==> src/hw/mcb_regs.svh <==
/*
  Constants for the motion command block decoder: word indices, bit
  positions, command codes, ranges. Assumes plain inclusion by both ends.
*/
`ifndef MCB_REGS_SVH
`define MCB_REGS_SVH
`define MCB_NUM_WORDS 10
`define MCB_W_CMD0 0
`define MCB_W_CMD1 1
`define MCB_W_POS_HI 2
`define MCB_W_POS_LO 3
`define MCB_W_SPD_HI 4
`define MCB_W_SPD_LO 5
`define MCB_W_ACC 6
`define MCB_W_DEC 7
`define MCB_W_CUR 8
`define MCB_W_JERK 9
`define MCB_C0_ABS 0
`define MCB_C0_REL 1
`define MCB_C0_HOLD 2
`define MCB_C0_RESUME 3
`define MCB_C0_ESTOP 4
`define MCB_C0_PROG_SEG 12
`define MCB_C0_ENC_PRESET 14
`define MCB_C1_NV_STORE 5
`define MCB_C1_BLEND_CCW 4
`define MCB_C1_CUR_OVR 1
`define MCB_C1_RSVD_MASK 16'h000D
`define MCB_CODE_ABS 16'h0001
`define MCB_CODE_REL 16'h0002
`define MCB_CODE_HOLD 16'h0004
`define MCB_CODE_RESUME 16'h0008
`define MCB_CODE_ESTOP 16'h0010
`define MCB_POS_MIN 32'hFF800000
`define MCB_POS_MAX 32'h007FFFFF
`define MCB_SPD_MAX 32'h002DC6BF
`define MCB_RAMP_MIN 16'h0001
`define MCB_RAMP_MAX 16'h1388
`define MCB_CUR_MAX 16'h0022
`define MCB_ACK_BIT 13
`endif

==> src/hw/mcb_pkg.sv <==
/*
  Types shared by both ends of the command block link.
  Assumes mcb_regs.svh supplies the numbers.
*/
`include "mcb_regs.svh"
package mcb_pkg;
  typedef logic [15:0] mcb_word_t;
  typedef enum logic [2:0] {MCB_OP_NONE, MCB_OP_ABS, MCB_OP_REL, MCB_OP_HOLD,
    MCB_OP_RESUME, MCB_OP_ESTOP} mcb_op_e;
  typedef enum {MCB_FL_IDLE, MCB_FL_WAIT, MCB_FL_LOCKED} mcb_flash_e;
endpackage

==> src/hw/mcb_if.sv <==
/*
  Cyclic output block from controller to indexer, plus the status
  answer. Assumes one clock shared by both ends.
*/
`timescale 1ns/1ns
`include "mcb_regs.svh"
interface mcb_if;
  mcb_pkg::mcb_word_t words [`MCB_NUM_WORDS];
  logic [15:0] status1;
  modport ctrl (output words, input status1);
  modport dev (input words, output status1);
endinterface

==> src/hw/mcb_dev.sv <==
/*
  Device end: decodes the ten-word command block on rising command bits
  and presents the decoded move. Assumes the block words are stable in
  the cycle a command bit rises; flash write itself is outside.
*/
// Function
// - controller holds store flag during programming fall
// - flash done: indicator green ok, red fail
// - after flash write, lock until power cycle
// - store with encoder preset; ack on success
// - blend direction: zero clockwise, one ccw
// - controller keeps reserved command bits zero
// - override flag selects word eight current
// - current update standalone or with move
// - code one absolute, signed 24-bit target
// - code two relative, signed 24-bit offset
// - controller keeps speed and ramps in range; mcb_ctrl passes them unchecked, o_range_err flags them
// - current 0..34, ignored without override
// - code four hold, other words ignored
// - resume keeps old target, new profile
// - code sixteen immediate stop, words ignored
// - unused words ignored whatever they hold
// - command bits act on rising edge
// - hold decelerates to start speed, resumable
`timescale 1ns/1ns
`include "mcb_regs.svh"
module mcb_dev (
  input wire logic i_ref_clk,
  input wire logic i_arst_n,
  input wire logic [15:0] i_cfg_current,
  input wire logic i_flash_done,
  input wire logic i_flash_ok,
  input wire logic i_enc_store_ok,
  input wire logic i_blend_start,
  input wire logic i_at_start_speed,
  output logic o_cmd_valid,
  output mcb_pkg::mcb_op_e o_op,
  output logic [31:0] o_target,
  output logic [31:0] o_speed,
  output logic [15:0] o_accel,
  output logic [15:0] o_decel,
  output logic [15:0] o_jerk,
  output logic [15:0] o_current,
  output logic o_cur_valid,
  output logic o_range_err,
  output logic o_blend_ccw,
  output logic o_seg_store,
  output logic o_enc_store,
  output logic o_led_green,
  output logic o_led_red,
  output logic o_locked,
  output logic o_held,
  output logic o_stop_ramp,
  mcb_if.dev bus
);
  typedef struct packed {
    logic [15:0] c0_prev;
    logic cmd_valid;
    mcb_pkg::mcb_op_e op;
    logic [31:0] target;
    logic [31:0] speed;
    logic [15:0] accel;
    logic [15:0] decel;
    logic [15:0] jerk;
    logic [15:0] current;
    logic cur_valid;
    logic range_err;
    logic blend_ccw;
    logic seg_store;
    logic enc_store;
    logic ack;
    logic green;
    logic red;
    mcb_pkg::mcb_flash_e fl;
    logic held;
    logic stop_ramp;
  } mcb_dev_s;
  mcb_dev_s s_q, s_d;

  function automatic logic [31:0] join32(input logic [15:0] hi, input logic [15:0] lo);
    join32 = {hi, lo};
  endfunction

  function automatic logic pos_ok(input logic [31:0] v);
    pos_ok = ($signed(v) >= $signed(`MCB_POS_MIN)) && ($signed(v) <= $signed(`MCB_POS_MAX));
  endfunction

  logic [15:0] c0, c1, rise;
  logic [31:0] pos;
  assign c0 = bus.words[`MCB_W_CMD0];
  assign c1 = bus.words[`MCB_W_CMD1];
  assign rise = c0 & ~s_q.c0_prev;
  assign pos = join32(bus.words[`MCB_W_POS_HI], bus.words[`MCB_W_POS_LO]);

  always_comb begin
    s_d = s_q;
    s_d.c0_prev = c0;
    s_d.cmd_valid = 1'b0;
    s_d.cur_valid = 1'b0;
    s_d.seg_store = 1'b0;
    s_d.enc_store = 1'b0;
    // direction latched only when a blend starts, later edits of cmd1 do not steer it
    if (s_q.fl == mcb_pkg::MCB_FL_LOCKED) begin
      // no operation accepted until reset by power cycle
    end else if (s_q.fl == mcb_pkg::MCB_FL_WAIT) begin
      if (i_flash_done) begin
        s_d.fl = mcb_pkg::MCB_FL_LOCKED;
        s_d.green = i_flash_ok;
        s_d.red = !i_flash_ok;
      end
    end else begin
      // segment store on programming fall with flag set
      if (!c0[`MCB_C0_PROG_SEG] && s_q.c0_prev[`MCB_C0_PROG_SEG] && c1[`MCB_C1_NV_STORE]) begin
        s_d.seg_store = 1'b1;
        s_d.fl = mcb_pkg::MCB_FL_WAIT;
      end
      if (rise[`MCB_C0_ENC_PRESET] && c1[`MCB_C1_NV_STORE]) begin
        s_d.enc_store = 1'b1;
        s_d.ack = 1'b0;
      end
      if (i_enc_store_ok) begin
        s_d.ack = 1'b1;
      end
      if (rise[`MCB_C0_ESTOP]) begin
        s_d.op = mcb_pkg::MCB_OP_ESTOP; // other words untouched
        s_d.cmd_valid = 1'b1;
        s_d.held = 1'b0;
        s_d.stop_ramp = 1'b0;
      end else if (rise[`MCB_C0_HOLD]) begin
        s_d.op = mcb_pkg::MCB_OP_HOLD;
        s_d.cmd_valid = 1'b1;
        s_d.stop_ramp = 1'b1;
      end else if (rise[`MCB_C0_ABS] || rise[`MCB_C0_REL] || rise[`MCB_C0_RESUME]) begin
        s_d.cmd_valid = 1'b1;
        s_d.speed = join32(bus.words[`MCB_W_SPD_HI], bus.words[`MCB_W_SPD_LO]);
        s_d.accel = bus.words[`MCB_W_ACC];
        s_d.decel = bus.words[`MCB_W_DEC];
        s_d.jerk = bus.words[`MCB_W_JERK];
        s_d.held = 1'b0;
        s_d.stop_ramp = 1'b0;
        if (rise[`MCB_C0_ABS]) begin
          s_d.op = mcb_pkg::MCB_OP_ABS;
          s_d.target = pos;
        end else if (rise[`MCB_C0_REL]) begin
          s_d.op = mcb_pkg::MCB_OP_REL;
          s_d.target = pos;
        end else begin
          s_d.op = mcb_pkg::MCB_OP_RESUME; // target kept
        end
        // flag the profile if the controller left range
        s_d.range_err = (!rise[`MCB_C0_RESUME] && !pos_ok(pos))
          || s_d.speed > `MCB_SPD_MAX
          || s_d.accel < `MCB_RAMP_MIN || s_d.accel > `MCB_RAMP_MAX
          || s_d.decel < `MCB_RAMP_MIN || s_d.decel > `MCB_RAMP_MAX
          || s_d.jerk > `MCB_RAMP_MAX;
      end
      // current taken with a move, or alone while override is set and word eight differs from the current
      if ((s_d.cmd_valid && s_d.op != mcb_pkg::MCB_OP_HOLD
           && s_d.op != mcb_pkg::MCB_OP_ESTOP) || (rise == 16'h0000 && c1[`MCB_C1_CUR_OVR]
           && bus.words[`MCB_W_CUR] != s_q.current)) begin
        s_d.cur_valid = 1'b1;
        if (c1[`MCB_C1_CUR_OVR] && bus.words[`MCB_W_CUR] <= `MCB_CUR_MAX) begin
          s_d.current = bus.words[`MCB_W_CUR];
        end else begin
          s_d.current = i_cfg_current;
        end
      end
      if (s_q.stop_ramp && i_at_start_speed) begin
        s_d.stop_ramp = 1'b0;
        s_d.held = 1'b1;
      end
      if (i_blend_start) begin
        s_d.blend_ccw = c1[`MCB_C1_BLEND_CCW];
      end
    end
  end

  always_ff @(posedge i_ref_clk or negedge i_arst_n) begin
    if (!i_arst_n) begin
      s_q <= '0;
    end else begin
      s_q <= s_d;
    end
  end

  assign bus.status1 = {2'b00, s_q.ack, 13'h0000};
  assign o_cmd_valid = s_q.cmd_valid;
  assign o_op = s_q.op;
  assign o_target = s_q.target;
  assign o_speed = s_q.speed;
  assign o_accel = s_q.accel;
  assign o_decel = s_q.decel;
  assign o_jerk = s_q.jerk;
  assign o_current = s_q.current;
  assign o_cur_valid = s_q.cur_valid;
  assign o_range_err = s_q.range_err;
  assign o_blend_ccw = s_q.blend_ccw;
  assign o_seg_store = s_q.seg_store;
  assign o_enc_store = s_q.enc_store;
  assign o_led_green = s_q.green;
  assign o_led_red = s_q.red;
  assign o_locked = (s_q.fl == mcb_pkg::MCB_FL_LOCKED);
  assign o_held = s_q.held;
  assign o_stop_ramp = s_q.stop_ramp;
endmodule

==> src/flat_wrapper.sv <==
// flat-port wrapper written by rule: the top's interface ports become plain ports
module mcb_dev_flat 
  (i_ref_clk, i_arst_n, i_cfg_current, i_flash_done, i_flash_ok, i_enc_store_ok, i_blend_start, i_at_start_speed, o_cmd_valid, o_op, o_target, o_speed, o_accel, o_decel, o_jerk, o_current, o_cur_valid, o_range_err, o_blend_ccw, o_seg_store, o_enc_store, o_led_green, o_led_red, o_locked, o_held, o_stop_ramp, bus_words, bus_status1);
  mcb_if bus_i ();
  input wire logic i_ref_clk;
  input wire logic i_arst_n;
  input wire logic [15:0] i_cfg_current;
  input wire logic i_flash_done;
  input wire logic i_flash_ok;
  input wire logic i_enc_store_ok;
  input wire logic i_blend_start;
  input wire logic i_at_start_speed;
  output logic o_cmd_valid;
  output mcb_pkg::mcb_op_e o_op;
  output logic [31:0] o_target;
  output logic [31:0] o_speed;
  output logic [15:0] o_accel;
  output logic [15:0] o_decel;
  output logic [15:0] o_jerk;
  output logic [15:0] o_current;
  output logic o_cur_valid;
  output logic o_range_err;
  output logic o_blend_ccw;
  output logic o_seg_store;
  output logic o_enc_store;
  output logic o_led_green;
  output logic o_led_red;
  output logic o_locked;
  output logic o_held;
  output logic o_stop_ramp;
  input wire logic [$bits(bus_i.words)-1:0] bus_words;
  output wire logic [$bits(bus_i.status1)-1:0] bus_status1;
  assign bus_i.words = {>>{bus_words}};
  assign bus_status1 = bus_i.status1;
  mcb_dev u_core (.i_ref_clk(i_ref_clk), .i_arst_n(i_arst_n), .i_cfg_current(i_cfg_current), .i_flash_done(i_flash_done), .i_flash_ok(i_flash_ok), .i_enc_store_ok(i_enc_store_ok), .i_blend_start(i_blend_start), .i_at_start_speed(i_at_start_speed), .o_cmd_valid(o_cmd_valid), .o_op(o_op), .o_target(o_target), .o_speed(o_speed), .o_accel(o_accel), .o_decel(o_decel), .o_jerk(o_jerk), .o_current(o_current), .o_cur_valid(o_cur_valid), .o_range_err(o_range_err), .o_blend_ccw(o_blend_ccw), .o_seg_store(o_seg_store), .o_enc_store(o_enc_store), .o_led_green(o_led_green), .o_led_red(o_led_red), .o_locked(o_locked), .o_held(o_held), .o_stop_ramp(o_stop_ramp), .bus(bus_i));
endmodule
==> config.mk <==
export PLATFORM = sky130hd
export DESIGN_NAME = mcb_dev_flat
export DESIGN_NICKNAME = d
export VERILOG_FILES = /design/src/hw/mcb_pkg.sv /design/src/hw/mcb_if.sv /design/src/hw/mcb_dev.sv /design/src/flat_wrapper.sv
export VERILOG_INCLUDE_DIRS = /design/src /design/src/hw
export SDC_FILE = /design/constraint.sdc
export NUM_CORES = 1
export LEC_CHECK = 0
export ABC_CLOCK_PERIOD_IN_PS = 1900
export BUFFER_PORTS_ARGS = -buffer_cell sky130_fd_sc_hd__buf_4
export CORE_ASPECT_RATIO = 2
export CORE_UTILIZATION = 45
export CTS_BUF_LIST = sky130_fd_sc_hd__clkbuf_4 sky130_fd_sc_hd__clkbuf_8
export CTS_CLUSTER_DIAMETER = 60
export DETAILED_ROUTE_END_ITERATION = 10
export MAX_ROUTING_LAYER = met4
export PLACE_DENSITY = 0.9
export SLEW_MARGIN = 20
export SYNTH_ARGS = -nofsm -noshare
export SYNTH_HDL_FRONTEND = slang
export SYNTH_SLANG_ARGS = --single-unit
==> constraint.sdc <==
create_clock -name i_ref_clk -period 1.9 [get_ports i_ref_clk]
set_clock_uncertainty 0.1 [all_clocks]
set_input_delay 0.57 -clock i_ref_clk [delete_from_list [all_inputs] [get_ports i_ref_clk]]
set_output_delay 0.57 -clock i_ref_clk [all_outputs]
set_load 0.01 [all_outputs]
==> flow_metrics.tcl <==
set metrics [dict create \
    firstDrtPassIters 4 \
    cpPeakStageDelay_ps 400 \
    dp_cells 1070 \
    dieHeight_um 188 \
    grt_usage_pct 25.9 \
    nets 1093 \
    cts_tree "done" \
    port_buffers 312 \
    drt-total-wl_mm 22.6 \
    status "finished, violations left" \
    slowest_stage "dfrtp_1" \
    netlist_area_mm2 0.00777 \
    leakagePower_nw 6.05 \
    drt_iter0_markers 113 \
    gp_congestion 0.848 \
    crit_family "simple AND/OR/NAND/NOR gates" \
    setup.worst_path.start_class "flop" \
    fin_crit_ps 2170 \
    post_synth_num_cell_types 45 \
    synth_edf_count 0 \
    vias 5762 \
    drv_cap 0 \
    coreArea_mm2 0.0168 \
    violations "negative setup slack" \
    r2r_start "u_core.o_current[1]" \
    hold_end "u_core.s_q[174]" \
    r2r-end "u_core.o_current[0]" \
    final_cells 1128 \
    place_hpwl_mm 16.1 \
    io_pins 341 \
    synth_top_cell_area_share_pct 51.5 \
    worst_slack_ps -265 \
    hold_viol_final 0 \
    reg2reg_slack_ps -270 \
    critPathKind "reg2reg" \
    synth_area_leaders "dfrtp_1 (52%), mux2_1 (16%), buf_4 (15%)" \
    max-vdd-ir-drop_mv 0.441 \
    die_w_um 94.9 \
    grt_max_degree 40 \
    whs_path_depth 1 \
    post-route-period-util_pct 114 \
    yosysSeqAreaShare_pct 51.5 \
    grt_pass1_vias 6284 \
    grt.overflow.total 0 \
    r2r_cells 7 \
    ant_nets 0 \
    path_clk_slew_ps 100 \
    endpoint_kind "flop" \
    path_buf_inv 2 \
    cts-buffers-inserted 17 \
    powerDensity_mw_per_mm2 600 \
    whs_ps 124 \
    grt_antenna_before_repair 1 \
    cp_data_required_time_ps 2150 \
    placementRows 67 \
    drive_gt1_share_pct 63.2 \
    synth_ff_type "dfrtp_1" \
    synthArstFlopShare_pct 100 \
    clk_latency_ps 460 \
    ys_ff_latch 160 \
    cts_num_sinks 160 \
    avgViaCountPerCell 5.11 \
    crit_path_max_fanout 11 \
    wl_per_cell_um 20.1 \
    cp.arrival_ps 2410 \
    syn2layout_area_growth_pct 45.4 \
    start_util_pct 46.1 \
    slew_violations 0 \
    setup_viol 85 \
    min_from "bus_words[144]" \
    rsz0062_at_grt "true" \
    worstPathCellList "xor2_1 -> nor4_1 -> buf_4 -> nand4_1 -> a21oi_4 -> buf_12 -> mux2_2" \
    synth_warnings 0 \
    avgSynthCellArea_um2 12.3 \
    hold_path.class "in2reg" \
    fmax_mhz 462 \
    dieArea_mm2 0.0178 \
    route.detailed.drc 0 \
    ctsLongestPathBuffers 2 \
    root_buffer "clkbuf_8" \
    h-tree-depth 4 \
    yosys.area.top_type "dfrtp_1" \
    synthCells 630 \
    fillers 1133 \
    grt_pass1_wl_mm 32.8 \
]
-- repair_timing --
item                                   CTS  global route
pin swaps                                7             6
buffers inserted                        11             5
cloned                                   9             2
hold buffers                             1             0
endpoints found under the hold margin   30             0
setup endpoints to repair              112           131
resized for setup                      125            46
-- Yosys cell counts, types with 2 or more instances --
| cell type | n |
|---|---|
| nor2_1 | 9 |
| inv_2 | 2 |
| ha_1 | 3 |
| buf_2 | 4 |
| a21oi_1 | 5 |
| mux2i_1 | 10 |
| nand2b_1 | 14 |
| a21o_1 | 3 |
| nand3_1 | 5 |
| mux2_1 | 112 |
| nor3_1 | 12 |
| o21ai_0 | 11 |
| buf_4 | 156 |
| o2111ai_1 | 4 |
| inv_1 | 15 |
| dfrtp_1 | 160 |
| xor2_1 | 16 |
| nand4b_1 | 2 |
| and3_1 | 2 |
| nand2_1 | 26 |
| nor2b_1 | 2 |
| nand4_1 | 7 |
| mux2_2 | 14 |
| a31oi_1 | 3 |
| nor4_1 | 13 |
-- area by class of cell --
cell class                      count  area, um2  share of cell area, %
Inverter                           17       66.3                  0.587
Sequential cell                   160       4010                   35.4
Timing Repair Buffer              406       3490                   30.9
Tap cell                          207        259                   2.29
Clock buffer                       19        262                   2.31
Multi-Input combinational cell    305       3040                   26.9
Antenna cell                        1       2.50                 0.0221
Clock inverter                     13        175                   1.55
-- power breakdown --
part,switching [W],internal (W),total (W)
registers,0.00000457,0.00342,0.00342
clock network,0.00137,0.00140,0.00277
logic,0.000268,0.000319,0.000587
total,0.00165,0.00514,0.00678
-- metrics by stage --
step | area (um2) | power [W] | setup WS (ps) | util, % | setup TNS (ps)
floorplan | 7840 | 0.00361 | -93.8 | - | -818
global placement | 9860 | 0.00404 | -530 | 58.5 | -23140
detailed placement | 9860 | 0.00406 | -555 | 58.5 | -27040
CTS | 11100 | 0.00683 | -276 | 65.9 | -7040
global route | 11300 | 0.00701 | -318 | 67.1 | -11110
finish | 11300 | 0.00678 | -265 | 67.1 | -5040
-- cell families after synthesis --
| group | count (synthesis) | synth area share (%) |
|---|---|---|
| xor gates and xnor gates | 16 | 1.80 |
| muxes | 136 | 19.5 |
| DFF | 160 | 51.5 |
| adders and majority gates | 3 | 0.483 |
| other | 1 | 0.0483 |
| buffers and inverters | 179 | 16.5 |
| and+or+nand+nor | 99 | 6.87 |
| AOI/OAI and AO/OA | 36 | 3.20 |
-- placed cells by master (no fill, tap or decap), types with 3 or more instances in the layout --
cell | netlist | final
buf_4 | 156 | 363
dfrtp_1 | 160 | 159
mux2_4 | 0 | 111
nand2_1 | 26 | 25
clkbuf_8 | 0 | 19
xor2_1 | 16 | 16
buf_12 | 1 | 16
conb_1 | 1 | 15
nand2b_1 | 14 | 14
mux2_2 | 14 | 14
inv_1 | 15 | 13
nor4_1 | 13 | 13
nor3_1 | 12 | 12
o21ai_0 | 11 | 11
mux2i_1 | 10 | 10
buf_6 | 0 | 10
buf_8 | 0 | 9
nor2_1 | 9 | 8
nand4_1 | 7 | 7
a21oi_1 | 5 | 5
buf_16 | 0 | 5
o2111ai_1 | 4 | 4
nand3_1 | 5 | 4
clkinv_4 | 0 | 4
inv_2 | 2 | 3
a31oi_1 | 3 | 3
ha_4 | 0 | 3
bufinv_16 | 0 | 3
inv_6 | 0 | 3
-- routing by layer --
| metal | global-route usage [%] | wire length [um] |
|---|---|---|
| met3 | 5.96 | 1190 |
| met2 | 48.0 | 12900 |
| met1 | 23.0 | 7340 |
| met5 | - | 0 |
| met4 | 14.4 | 1150 |
-- flip-flops by register name (all words and copies together) (netlist names) --
name                cells
u_core.o_jerk          16
u_core.o_op             3
u_core.o_speed         32
u_core.o_accel         16
u_core.bus.status1      1
u_core.o_decel         16
u_core.o_cmd_valid      1
u_core.o_current       16
u_core.o_held           1
u_core.s_q             18
u_core.o_target        32
u_core.o_seg_store      1
u_core.o_led_red        1
u_core.o_stop_ramp      1
u_core.o_blend_ccw      1
u_core.o_cur_valid      1
u_core.o_led_green      1
u_core.o_range_err      1
u_core.o_enc_store      1
-- worst reg2reg max path: cells and delay by family, from the launching register on --
kind	cells	cell delay (ps)
AOI/OAI and AO/OA	1	210
xor gates and xnor gates	1	170
buffers and inverters	2	320
DFF	1	400
muxes	1	340
and+or+nand+nor	2	510
-- how the worst max path moves through the flow --
stage                              startpoint                   to  cells past startpoint
after floorplan                 bus_words[17]  u_core.o_current[0]                      5
after global placement          bus_words[17]  u_core.o_current[1]                      8
after detailed placement        bus_words[17]  u_core.o_current[0]                      8
after CTS                 u_core.o_current[6]  u_core.o_current[0]                      7
after global routing      u_core.o_current[1]  u_core.o_current[1]                      7
final                     u_core.o_current[1]  u_core.o_current[0]                      7
No activity file was read; power rests on OpenSTA's default activity.
